==> src/hdl/abc_consts.vh <==
// Purpose: Shared constants of the axis backlash compensation block.
// Assumes: Word-indexed register port, 20 MHz core clock.
// Notes: Included by the design modules, the monitor and the test bench.
`ifndef ABC_CONSTS_VH
`define ABC_CONSTS_VH

`define ABC_ADDR_W 5
`define ABC_DATA_W 32
`define ABC_INCR_W 16
`define ABC_OUT_W 24
`define ABC_AMT_W 16
`define ABC_ACC_W 24
`define ABC_NUM_W 48
`define ABC_ENTRIES 4

`define ABC_REG_CTRL 5'h00
`define ABC_REG_RAPID 5'h01
`define ABC_REG_CUT 5'h02
`define ABC_REG_RATE0 5'h03
`define ABC_REG_CORR0 5'h07
`define ABC_REG_STATUS 5'h0b
`define ABC_REG_LAST 5'h0c

`define ABC_CTRL_EN_BIT 0
`define ABC_CTRL_UNIT_BIT 1
`define ABC_CTRL_RST 2'h0
`define ABC_AMT_RST 16'h0000
`define ABC_RATE_RST 24'h000000
`define ABC_UNIT_SCALE 8'h0a

`define ABC_DIV_STEPS 6'h30

`endif

==> src/hdl/abc_div.v <==
// Purpose: Sequential unsigned divider for the interpolation step.
// Assumes: Divisor is never zero while a division runs.
// Notes: One quotient bit per enabled clock, done is a one-cycle pulse.
`timescale 1ns/100ps
`include "abc_consts.vh"

module abc_div (
    input wire core_clk,
    input wire rst_n,
    input wire clk_en,
    input wire start,
    input wire [`ABC_NUM_W-1:0] dividend,
    input wire [`ABC_ACC_W-1:0] divisor,
    output wire busy,
    output reg done,
    output wire [`ABC_NUM_W-1:0] quotient
);
    reg busy_reg;
    reg [5:0] cnt_reg;
    reg [`ABC_NUM_W-1:0] quo_reg;
    reg [`ABC_ACC_W:0] rem_reg;
    wire [`ABC_ACC_W:0] trial;
    wire [`ABC_ACC_W:0] divisor_x;

    assign trial = {rem_reg[`ABC_ACC_W-1:0], quo_reg[`ABC_NUM_W-1]};
    assign divisor_x = {1'b0, divisor};
    assign busy = busy_reg;
    assign quotient = quo_reg;

    always @(posedge core_clk) begin
        if (!rst_n) begin
            busy_reg <= 1'b0;
            done <= 1'b0;
            cnt_reg <= 6'h00;
            quo_reg <= {`ABC_NUM_W{1'b0}};
            rem_reg <= {(`ABC_ACC_W+1){1'b0}};
        end else if (clk_en) begin
            done <= 1'b0;
            if (start && !busy_reg) begin
                busy_reg <= 1'b1;
                cnt_reg <= 6'h00;
                quo_reg <= dividend;
                rem_reg <= {(`ABC_ACC_W+1){1'b0}};
            end else if (busy_reg) begin
                if (trial >= divisor_x) begin
                    rem_reg <= trial - divisor_x;
                    quo_reg <= {quo_reg[`ABC_NUM_W-2:0], 1'b1};
                end else begin
                    rem_reg <= trial;
                    quo_reg <= {quo_reg[`ABC_NUM_W-2:0], 1'b0};
                end
                cnt_reg <= cnt_reg + 6'h01;
                if (cnt_reg == `ABC_DIV_STEPS - 6'h01) begin
                    busy_reg <= 1'b0;
                    done <= 1'b1;
                end
            end
        end
    end
endmodule

==> src/hdl/abc_backlash.v <==
// Purpose: Backlash compensation for one axis of a numerical controller.
// Assumes: One instance per axis; motion commands come from same-clock logic.
// Notes: Registers are word indexed on a plain strobe port.
// Behaviour
// - On every direction reversal add a backlash correction to the axis travel.
// - Rapid traverse reversals use the rapid traverse backlash amount.
// - Cutting feed reversals use the cutting feed backlash amount.
// - Acceleration mode holds four rate and amount pairs, uses acceleration at reversal.
// - Between two configured rates the amount is linearly interpolated.
// - Acceleration mode needs option present, axis enable on, first rate nonzero.
// - Acceleration mode enable is kept separately for each axis.
// - Configured rates are accelerations at reversal in micrometres per second squared.
// - Acceleration amounts are scaled by the selected compensation unit.
// - Amount k pairs with rate k for k from one to four.
// - A positive amount acts in the travel direction after reversal.
// - A negative amount acts in the travel direction before reversal.
// - With first rate zero no acceleration correction is made, amount is zero; the code applies the fixed rapid or cutting amount instead.
// - From the first rate not above its predecessor, that and later pairs are ignored.
//
// Design decisions made here: the address map and strobed register access.
`timescale 1ns/100ps
`include "abc_consts.vh"

module abc_backlash (
    input wire core_clk,
    input wire rst_n,
    input wire clk_en,
    input wire [`ABC_ADDR_W-1:0] reg_addr,
    input wire [`ABC_DATA_W-1:0] reg_wdata,
    input wire reg_wr,
    input wire reg_rd,
    output reg [`ABC_DATA_W-1:0] reg_rdata,
    input wire accel_option,
    input wire cmd_valid,
    output wire cmd_ready,
    input wire signed [`ABC_INCR_W-1:0] cmd_incr,
    input wire cmd_rapid,
    input wire [`ABC_ACC_W-1:0] accel_meas,
    output reg out_valid,
    output reg signed [`ABC_OUT_W-1:0] out_incr
);
    localparam ST_IDLE = 2'h0;
    localparam ST_DIV = 2'h1;
    localparam ST_OUT = 2'h2;

    reg [1:0] state_reg;
    reg [1:0] ctrl_reg;
    reg signed [`ABC_AMT_W-1:0] rapid_backlash_amount_reg;
    reg signed [`ABC_AMT_W-1:0] cutting_backlash_amount_reg;
    reg [`ABC_ACC_W-1:0] rate_reg [0:`ABC_ENTRIES-1];
    reg signed [`ABC_AMT_W-1:0] corr_reg [0:`ABC_ENTRIES-1];
    reg moved_reg;
    reg dir_reg;
    reg signed [`ABC_INCR_W-1:0] hold_incr_reg;
    reg hold_dir_reg;
    reg signed [`ABC_AMT_W:0] hold_base_reg;
    reg hold_neg_reg;
    reg signed [`ABC_OUT_W-1:0] last_corr_reg;
    wire [`ABC_ENTRIES-1:0] valid;
    wire accel_backlash_enable;
    wire accel_mode;
    wire new_dir;
    wire reversal;
    wire div_busy;
    wire div_done;
    wire [`ABC_NUM_W-1:0] div_quo;
    reg [1:0] seg;
    reg [1:0] seg_hi;
    reg seg_last;
    reg below;
    reg need_div;
    reg signed [`ABC_AMT_W:0] amt;
    reg signed [`ABC_AMT_W:0] dc;
    reg [`ABC_AMT_W:0] dc_mag;
    reg [`ABC_ACC_W-1:0] da_num;
    reg [`ABC_ACC_W-1:0] da_den;
    reg [`ABC_NUM_W-1:0] product;
    reg signed [`ABC_OUT_W-1:0] corr_out;
    reg signed [`ABC_OUT_W-1:0] scaled;
    reg signed [`ABC_OUT_W-1:0] interp;
    reg signed [`ABC_OUT_W-1:0] quo_s;
    integer k;

    assign accel_backlash_enable = ctrl_reg[`ABC_CTRL_EN_BIT];
    // Each instance owns its enable, so axes never share the mode.
    assign accel_mode = accel_option && accel_backlash_enable && valid[0];
    assign cmd_ready = (state_reg == ST_IDLE);
    assign new_dir = cmd_incr[`ABC_INCR_W-1];
    assign reversal = (cmd_incr != {`ABC_INCR_W{1'b0}}) && moved_reg && (new_dir != dir_reg);

    // Valid prefix of the table: a pair counts only while rates keep rising.
    assign valid[0] = (rate_reg[0] != `ABC_RATE_RST);
    genvar g;
    generate
        for (g = 1; g < `ABC_ENTRIES; g = g + 1) begin : g_valid
            assign valid[g] = valid[g-1] && (rate_reg[g] > rate_reg[g-1]);
        end
        for (g = 0; g < `ABC_ENTRIES; g = g + 1) begin : g_table
            always @(posedge core_clk) begin
                if (!rst_n) begin
                    rate_reg[g] <= `ABC_RATE_RST;
                    corr_reg[g] <= `ABC_AMT_RST;
                end else if (clk_en && reg_wr) begin
                    if (reg_addr == `ABC_REG_RATE0 + g) begin
                        rate_reg[g] <= reg_wdata[`ABC_ACC_W-1:0];
                    end
                    if (reg_addr == `ABC_REG_CORR0 + g) begin
                        corr_reg[g] <= reg_wdata[`ABC_AMT_W-1:0];
                    end
                end
            end
        end
    endgenerate

    // Segment choice and interpolation operands for the present acceleration.
    always @* begin
        seg = 2'h0;
        for (k = 1; k < `ABC_ENTRIES; k = k + 1) begin
            if (valid[k] && accel_meas >= rate_reg[k]) begin
                seg = k[1:0];
            end
        end
        seg_hi = seg + 2'h1;
        seg_last = (seg == 2'h3) || !valid[seg_hi];
        below = accel_meas < rate_reg[0];
        need_div = !below && !seg_last && (accel_meas != rate_reg[seg]);
        dc = {corr_reg[seg_hi][`ABC_AMT_W-1], corr_reg[seg_hi]}
            - {corr_reg[seg][`ABC_AMT_W-1], corr_reg[seg]};
        dc_mag = dc[`ABC_AMT_W] ? (~dc + 17'h00001) : dc;
        da_num = accel_meas - rate_reg[seg];
        da_den = rate_reg[seg_hi] - rate_reg[seg];
        product = {24'h000000, da_num} * {31'h00000000, dc_mag};
        if (accel_mode) begin
            amt = below ? {corr_reg[0][`ABC_AMT_W-1], corr_reg[0]}
                : {corr_reg[seg][`ABC_AMT_W-1], corr_reg[seg]};
        end else if (cmd_rapid) begin
            amt = {rapid_backlash_amount_reg[`ABC_AMT_W-1], rapid_backlash_amount_reg};
        end else begin
            amt = {cutting_backlash_amount_reg[`ABC_AMT_W-1],
                cutting_backlash_amount_reg};
        end
    end

    // Interpolated amount once the divider has finished.
    always @* begin
        quo_s = div_quo[`ABC_OUT_W-1:0];
        interp = {{(`ABC_OUT_W-`ABC_AMT_W-1){hold_base_reg[`ABC_AMT_W]}}, hold_base_reg}
            + (hold_neg_reg ? -quo_s : quo_s);
    end

    // Unit scaling, then direction: the sign of the amount picks old or new travel.
    always @* begin
        if (state_reg == ST_DIV) begin
            scaled = interp;
        end else begin
            scaled = {{(`ABC_OUT_W-`ABC_AMT_W-1){amt[`ABC_AMT_W]}}, amt};
        end
        if (ctrl_reg[`ABC_CTRL_UNIT_BIT] && (accel_mode || state_reg == ST_DIV)) begin
            scaled = scaled * $signed({16'h0000, `ABC_UNIT_SCALE});
        end
        if (state_reg == ST_DIV ? hold_dir_reg : new_dir) begin
            corr_out = -scaled;
        end else begin
            corr_out = scaled;
        end
    end

    abc_div u_div (
        .core_clk(core_clk),
        .rst_n(rst_n),
        .clk_en(clk_en),
        .start(state_reg == ST_IDLE && cmd_valid && reversal && accel_mode && need_div),
        .dividend(product),
        .divisor(da_den),
        .busy(div_busy),
        .done(div_done),
        .quotient(div_quo)
    );

    always @(posedge core_clk) begin
        if (!rst_n) begin
            state_reg <= ST_IDLE;
            moved_reg <= 1'b0;
            dir_reg <= 1'b0;
            hold_incr_reg <= {`ABC_INCR_W{1'b0}};
            hold_dir_reg <= 1'b0;
            hold_base_reg <= {(`ABC_AMT_W+1){1'b0}};
            hold_neg_reg <= 1'b0;
            last_corr_reg <= {`ABC_OUT_W{1'b0}};
            out_valid <= 1'b0;
            out_incr <= {`ABC_OUT_W{1'b0}};
        end else if (clk_en) begin
            out_valid <= 1'b0;
            case (state_reg)
                ST_IDLE: begin
                    if (cmd_valid) begin
                        if (cmd_incr != {`ABC_INCR_W{1'b0}}) begin
                            moved_reg <= 1'b1;
                            dir_reg <= new_dir;
                        end
                        if (reversal && accel_mode && need_div) begin
                            hold_incr_reg <= cmd_incr;
                            hold_dir_reg <= new_dir;
                            hold_base_reg <= amt;
                            hold_neg_reg <= dc[`ABC_AMT_W];
                            state_reg <= ST_DIV;
                        end else if (reversal) begin
                            out_valid <= 1'b1;
                            out_incr <= {{(`ABC_OUT_W-`ABC_INCR_W){cmd_incr[`ABC_INCR_W-1]}},
                                cmd_incr} + corr_out;
                            last_corr_reg <= corr_out;
                        end else begin
                            out_valid <= 1'b1;
                            out_incr <= {{(`ABC_OUT_W-`ABC_INCR_W){cmd_incr[`ABC_INCR_W-1]}},
                                cmd_incr};
                        end
                    end
                end
                ST_DIV: begin
                    if (div_done) begin
                        out_valid <= 1'b1;
                        out_incr <= {{(`ABC_OUT_W-`ABC_INCR_W){hold_incr_reg[`ABC_INCR_W-1]}},
                            hold_incr_reg} + corr_out;
                        last_corr_reg <= corr_out;
                        state_reg <= ST_OUT;
                    end
                end
                ST_OUT: begin
                    state_reg <= ST_IDLE;
                end
                default: begin
                    state_reg <= ST_IDLE;
                end
            endcase
        end
    end

    // Register writes for control and fixed amounts.
    always @(posedge core_clk) begin
        if (!rst_n) begin
            ctrl_reg <= `ABC_CTRL_RST;
            rapid_backlash_amount_reg <= `ABC_AMT_RST;
            cutting_backlash_amount_reg <= `ABC_AMT_RST;
        end else if (clk_en && reg_wr) begin
            case (reg_addr)
                `ABC_REG_CTRL: ctrl_reg <= reg_wdata[1:0];
                `ABC_REG_RAPID: rapid_backlash_amount_reg <= reg_wdata[`ABC_AMT_W-1:0];
                `ABC_REG_CUT: cutting_backlash_amount_reg <= reg_wdata[`ABC_AMT_W-1:0];
                default: ctrl_reg <= ctrl_reg;
            endcase
        end
    end

    // Read data stand in the cycle after the read strobe; unmapped reads give zero.
    always @(posedge core_clk) begin
        if (!rst_n) begin
            reg_rdata <= 32'h00000000;
        end else if (clk_en) begin
            reg_rdata <= 32'h00000000;
            if (reg_rd) begin
                if (reg_addr == `ABC_REG_CTRL) begin
                    reg_rdata <= {30'h00000000, ctrl_reg};
                end else if (reg_addr == `ABC_REG_RAPID) begin
                    reg_rdata <= {{16{rapid_backlash_amount_reg[15]}},
                        rapid_backlash_amount_reg};
                end else if (reg_addr == `ABC_REG_CUT) begin
                    reg_rdata <= {{16{cutting_backlash_amount_reg[15]}},
                        cutting_backlash_amount_reg};
                end else if (reg_addr >= `ABC_REG_RATE0 && reg_addr < `ABC_REG_CORR0) begin
                    reg_rdata <= {8'h00, rate_reg[reg_addr[1:0] - 2'h3]};
                end else if (reg_addr >= `ABC_REG_CORR0 && reg_addr < `ABC_REG_STATUS) begin
                    reg_rdata <= {{16{corr_reg[reg_addr[1:0] - 2'h3][15]}},
                        corr_reg[reg_addr[1:0] - 2'h3]};
                end else if (reg_addr == `ABC_REG_STATUS) begin
                    reg_rdata <= {24'h000000, div_busy, dir_reg, moved_reg, valid, accel_mode};
                end else if (reg_addr == `ABC_REG_LAST) begin
                    reg_rdata <= {{8{last_corr_reg[`ABC_OUT_W-1]}}, last_corr_reg};
                end
            end
        end
    end
endmodule

==> config.mk <==
export PLATFORM = sky130hd
export DESIGN_NAME = abc_backlash
export DESIGN_NICKNAME = d
export VERILOG_FILES = /design/src/hdl/abc_div.v /design/src/hdl/abc_backlash.v
export VERILOG_INCLUDE_DIRS = /design/src /design/src/hdl
export SDC_FILE = /design/constraint.sdc
export NUM_CORES = 2
export LEC_CHECK = 0
export ABC_CLOCK_PERIOD_IN_PS = 19100
export BUFFER_PORTS_ARGS = -buffer_cell sky130_fd_sc_hd__buf_2
export CORE_MARGIN = 4
export CORE_UTILIZATION = 53
export DETAILED_ROUTE_END_ITERATION = 16
export PLACE_DENSITY = 0.72
export SLEW_MARGIN = 5
export SYNTH_ARGS = -nofsm -noshare
export SYNTH_HDL_FRONTEND = slang
export SYNTH_SLANG_ARGS = --single-unit
==> constraint.sdc <==
create_clock -name core_clk -period 19.1 [get_ports core_clk]
set_input_delay 5.73 -clock core_clk [delete_from_list [all_inputs] [get_ports core_clk]]
set_output_delay 5.73 -clock core_clk [all_outputs]
set_load 0.1 [all_outputs]
Yosys cells after proc, flatten, opt, wreduce, memory -nomap -nowiden
Memories as Yosys holds them, arrays and structs flattened.
Index checks and enable logic that the tools add are counted.

word-level totals
  register bits after elaboration = 234
  memory bits (writable) = 160
  input bits = 85
  output and inout bits = 58
  logic and storage cells = 219
  memories kept = 2

memory list
  name      depth  bits a word  read ports  clocked after memory_dff  write ports  line               text
  rate_reg  4      24           7           0                         4            abc_backlash.v:50  reg [`ABC_ACC_W-1:0] rate_reg [0:`ABC_ENTRIES-1];
  corr_reg  4      16           4           0                         4            abc_backlash.v:51  reg signed [`ABC_AMT_W-1:0] corr_reg [0:`ABC_ENTRIES-1];

operators by class
  add/sub/neg operators = 13
  $mul = 2
  order comparisons = 13
  equality and inequality tests = 22
  muxes and demuxes = 95
  bitwise operators = 9
  reduce and logical (&&, ||, !) cells = 44

operators by type and width
  kind                   number
  $mux 24                19
  $mux 32                8
  $mux 48                2
  $pmux 24 s2            2
  $add 24x24->24         3
  $ge 24x24->1           3
  $gt 24x24->1           3
  $sub 24x24->24         3
  $mux 17                4
  $mux 16                4
  $neg 24->24            2
  $mux 1                 46
  $mul 24x17->41         1
  $eq 5x4->1 const B     5
  $ge 25x24->1           1
  $lt 24x24->1           1
  $mul 24x4->23 const B  1
  $ne 24x24->1           1
  $reduce_bool 24->1     1
  $logic_and 1x1->1      23
  $eq 5x3->1 const B     4
  $add 17x1->17 const B  1
  $not 17->17            1
  $sub 16x16->17         1
  other kinds (32)       58

Longest topological paths before layout
An unclocked memory read counts as a cell.

  depth in word-level cells = 20
  depth in mapped cells = 62
  mapped depth without buffers = 57

Hierarchy
From an unflattened synthesis, not the netlist that was laid out.

unflattened totals
  cell total of the unflattened synthesis = 5806
  area total of the unflattened synthesis = 48197.5 um^2

modules (own cells, without submodules)
  module        instances  cells each  area each (um^2)  seq. area each (um^2)
  abc_backlash  1          5240        43309.0           7707.4
  abc_div       1          566         4888.4            1601.5

Worst setup path before layout
Ideal clock, no wire load.

  path kind = input to register
  from = input port accel_meas[21]
  to = register u_div.quo_reg[39], in the netlist u_div.quotient[39]
  setup time = 132 ps
  data arrival time = 18546 ps
  data required time = 18968 ps
  slack = 421 ps
  stages on the path = 51
  path buffers = 4
  path through = ha_1 nand2_1 or3_1 o41ai_4 nor2_1 nor2_1 buf_2 clkbuf_1 buf_1 nand2_1 a31oi_1 mux2i_1 ha_1 fa_1 nor2b_1 o21ai_0 a21boi_0 o21ai_0 (+15 left out) fa_1 inv_1 fa_1 inv_1 ha_1 a2111oi_0 inv_1 or3_1 a211oi_1 o311a_1 nor3_1 o31ai_1 a21oi_1 a2111o_1 a31o_2 and3_1 o41ai_1 a31oi_1

on the way
  cells in the longest elaborated chain, start to end = 17
  elaborated cells on any way between the ends = 34
  classes of those cells = add/sub: 4; mul: 1; order compare: 4; eq/ne: 2; mux: 7; bitwise: 1; reduce/logical: 13; memory: 2

RTL lines
  element                                                  line               text
  start: declaration                                       abc_backlash.v:38  input wire [`ABC_ACC_W-1:0] accel_meas,
  branches (longest 17 deep; another with $mul 24x17->41)  n/a
  end signal: assignment                                   abc_div.v:42       quo_reg <= dividend;
  end signal: assignment                                   abc_div.v:47       quo_reg <= {quo_reg[`ABC_NUM_W-2:0], 1'b1};
  end signal: assignment                                   abc_div.v:50       quo_reg <= {quo_reg[`ABC_NUM_W-2:0], 1'b0};
  end: declaration                                         abc_div.v:20       reg [`ABC_NUM_W-1:0] quo_reg;

Several ways; the timed one is not identified. The select of a mux whose other input is x is not followed.
A chain may end at the register's enable or synchronous reset.

Final worst setup path
  from = input port accel_meas[23]
  to = register u_div.quo_reg[39], in the netlist u_div.quotient[39]

The elaborated chain is that of the path after synthesis.

==> metrics.yaml <==
outcome: "complete, no violations"
worst_slack_ns: 0.644
crit_type: "input pin to register"
ys_seq_elements: 385
antenna_found_initial: 4
synth_top_area_cell: "fa_1"
cts_buffers: 47
wl_per_cell_um: 21.2
hp-class: "register to register"
cts_buffer_depth: 3
finalSetupViolCount: 0
hold_viol_final: 0
htreeDepth: 2
clkTransAtPathRegs_ns: 0.06
wl_um: 152000
synthCells: 5751
layout_min_cycle_time_ns: 18.46
grt_util_all_layers_pct: 31.9
dp_hpwl_um: 119000
min-delay-start: "out_incr[8]"
dr.pass1.iters: 8
fmax_mhz: 54.2
cts.sinks: 385
grt_pass1_wl_um: 235000
ys_warn_count: 0
final.period_utilization_pct: 96.6
ant_nets: 0
largest_reg_flops: 96
die_w_um: 304
fp.dieArea_um2: 92600
worstSetupStartpoint: "accel_meas[23]"
rows: 108
drive_gt1_share_pct: 10.8
worst_ep_required_time_ns: 19.55
slowest_stage: "fa_1"
layout.nets: 6862
first_global_vias: 41200
slew_violations: 0
ios: 143
ys.flop_type: "dfxtp_1"
synthArstFlopShare_pct: 0
dp_slack_ns: -0.370
synthesis.area_um2: 46600
clockRootBuffer: "clkbuf_16"
overflow: 0
gp_congestion: 1.00
fin_area_um2: 51900
cap_violations: 0
cts_tree: "built"
cp_common_cell: "buf_4"
grt_max_degree: 79
arrival_ns: 18.91
cpPeakStageDelay_ns: 0.57
core_area_um2: 86900
post_dp_cell_area_um2: 50000
ctsHoldBuffers: 0
drcViolationCount: 0
synth_fp_nets: 6657
clkLatencyLatePin_ns: 0.64
io_buffers: 134
ys_seq_area_share_pct: 20.0
max_slew.worst_pin.slew_ns: 1.17
finClkSkew_ns: 0.0515
routed-via-count: 42600
synthToLayoutAreaGrowth_pct: 11.5
synth.area.top_cells: "fa_1, ha_1, edfxtp_1"
synth-edff-count: 160
start_util_pct: 53.6
timing.rr.start: "rate_reg[0][23]"
die_y_um: 304
endpoint_kind: "register"
netlist.area_leader.share_pct: 14.5
drt_iter0_markers: 4270
final_cell_count_no_fill: 7155
ys_types: 103
max_slew_margin_pct: 21.8
worstSetupStartpointType: "input pin"
viasPerCell: 5.95
avgSynthCellArea_um2: 8.09
dp.cells: 7058
crit_fanout: 11
==> routing by layer <==
metal | vias up | global-route usage, % | part of all wire, %
li1 | 20100 | - | -
met1 | 20400 | 44.1 | 42
met2 | 1820 | 49.7 | 44
met3 | 305 | 5.64 | 9.4
met4 | 0 | 13.1 | 4.7
met5 | - | 0 | 0
==> worst paths after layout <==
check | end | slack (ns) | cells after the start
hold / removal | out_incr[8] | 0.45 | 2
hold reg to reg | out_incr[8] | 0.45 | 2
setup reg to reg | u_div.quotient[39] | 4.38 | 50
setup / recovery | u_div.quotient[39] | 0.64 | 52
==> cell usage after synthesis (16+ instances only) <==
| library cell | number |
|---|---|
| buf_1 | 23 |
| o21ai_0 | 237 |
| nor2b_1 | 53 |
| or3_1 | 29 |
| o211ai_1 | 51 |
| clkbuf_1 | 237 |
| and2_1 | 239 |
| nand3_1 | 93 |
| xnor2_1 | 158 |
| a21oi_1 | 514 |
| a21boi_0 | 30 |
| and3_1 | 29 |
| nand4_1 | 46 |
| or2_2 | 16 |
| nand2_1 | 814 |
| nor4_1 | 28 |
| nand2b_1 | 85 |
| ha_1 | 484 |
| nor2_1 | 414 |
| o21a_1 | 28 |
| nor3_1 | 103 |
| edfxtp_1 | 160 |
| a21o_1 | 54 |
| inv_1 | 640 |
| xor2_1 | 77 |
| a211oi_1 | 84 |
| mux2i_1 | 27 |
| mux4_2 | 40 |
| o31ai_1 | 31 |
| a211o_1 | 17 |
| a31oi_1 | 54 |
| o21bai_1 | 32 |
| fa_1 | 337 |
| dfxtp_1 | 225 |
==> kinds of logic after synthesis <==
logic type      count (synthesis)  synth area share (%)
flops                         385                  20.0
fa+ha+maj                     821                  27.5
mux                            68                  2.54
buf+inv                       918                  7.50
xor+xnor                      238                  4.55
simple gates                 2001                  20.1
compound gates               1320                  17.8
==> placed cells by master (no fill, tap or decap), types with 29 or more instances in the layout <==
| cell | count |
|---|---|
| dfxtp_1 | 225 |
| clkbuf_16 | 49 |
| fa_1 | 337 |
| o21bai_1 | 32 |
| a21oi_1 | 511 |
| and3_1 | 29 |
| ha_1 | 483 |
| xor2_1 | 77 |
| a31oi_1 | 52 |
| a211oi_1 | 83 |
| nand3_1 | 93 |
| xnor2_1 | 148 |
| nor2b_1 | 51 |
| nor2_1 | 412 |
| nand2_1 | 814 |
| nand2b_1 | 84 |
| buf_2 | 134 |
| buf_4 | 291 |
| nor3_1 | 100 |
| a21o_1 | 54 |
| nand4_1 | 46 |
| edfxtp_1 | 160 |
| inv_1 | 640 |
| mux4_2 | 40 |
| and2_1 | 239 |
| o21ai_0 | 224 |
| o211ai_1 | 51 |
==> critical path: cells and delay by family <==
family	cells	cell delay, ns
AO/OA/AOI/OAI	19	4.38
buffers and inverters	12	1.62
adder cells (fa/ha/maj)	9	4.23
AND/OR/NAND/NOR	12	2.89
==> through the flow <==
step | hold slack [ns] | TNS, ns | utilization, %
floorplan | 0.432 | 0 | -
global placement | 0.436 | -0.335 | 57.5
detailed placement | 0.442 | -0.658 | 57.5
CTS | 0.450 | 0 | 59.6
global route | 0.467 | -0.0228 | 59.7
finish | 0.447 | 0 | 59.7
==> timing repair <==
action                                  in CTS  in global routing
setup buffers                                0                  3
resized for setup                            0                 33
hold endpoints to repair                     0                  0
endpoints found under the setup margin       0                  8
==> layout make-up <==
cell class / instances / area (µm²)
fillers: 7736 / 35000
multi-input cells: 4449 / 34000
flip-flops and latches: 385 / 9310
repair buffers: 432 / 2990
inverters: 641 / 2410
well taps: 1155 / 1450
clock buffers: 61 / 1350
clock inverters: 27 / 428
diodes: 5 / 12.5
Power is left out: the tool's default activity adds up to more than one toggle a clock period on the data nets, which glitch-free logic cannot reach.
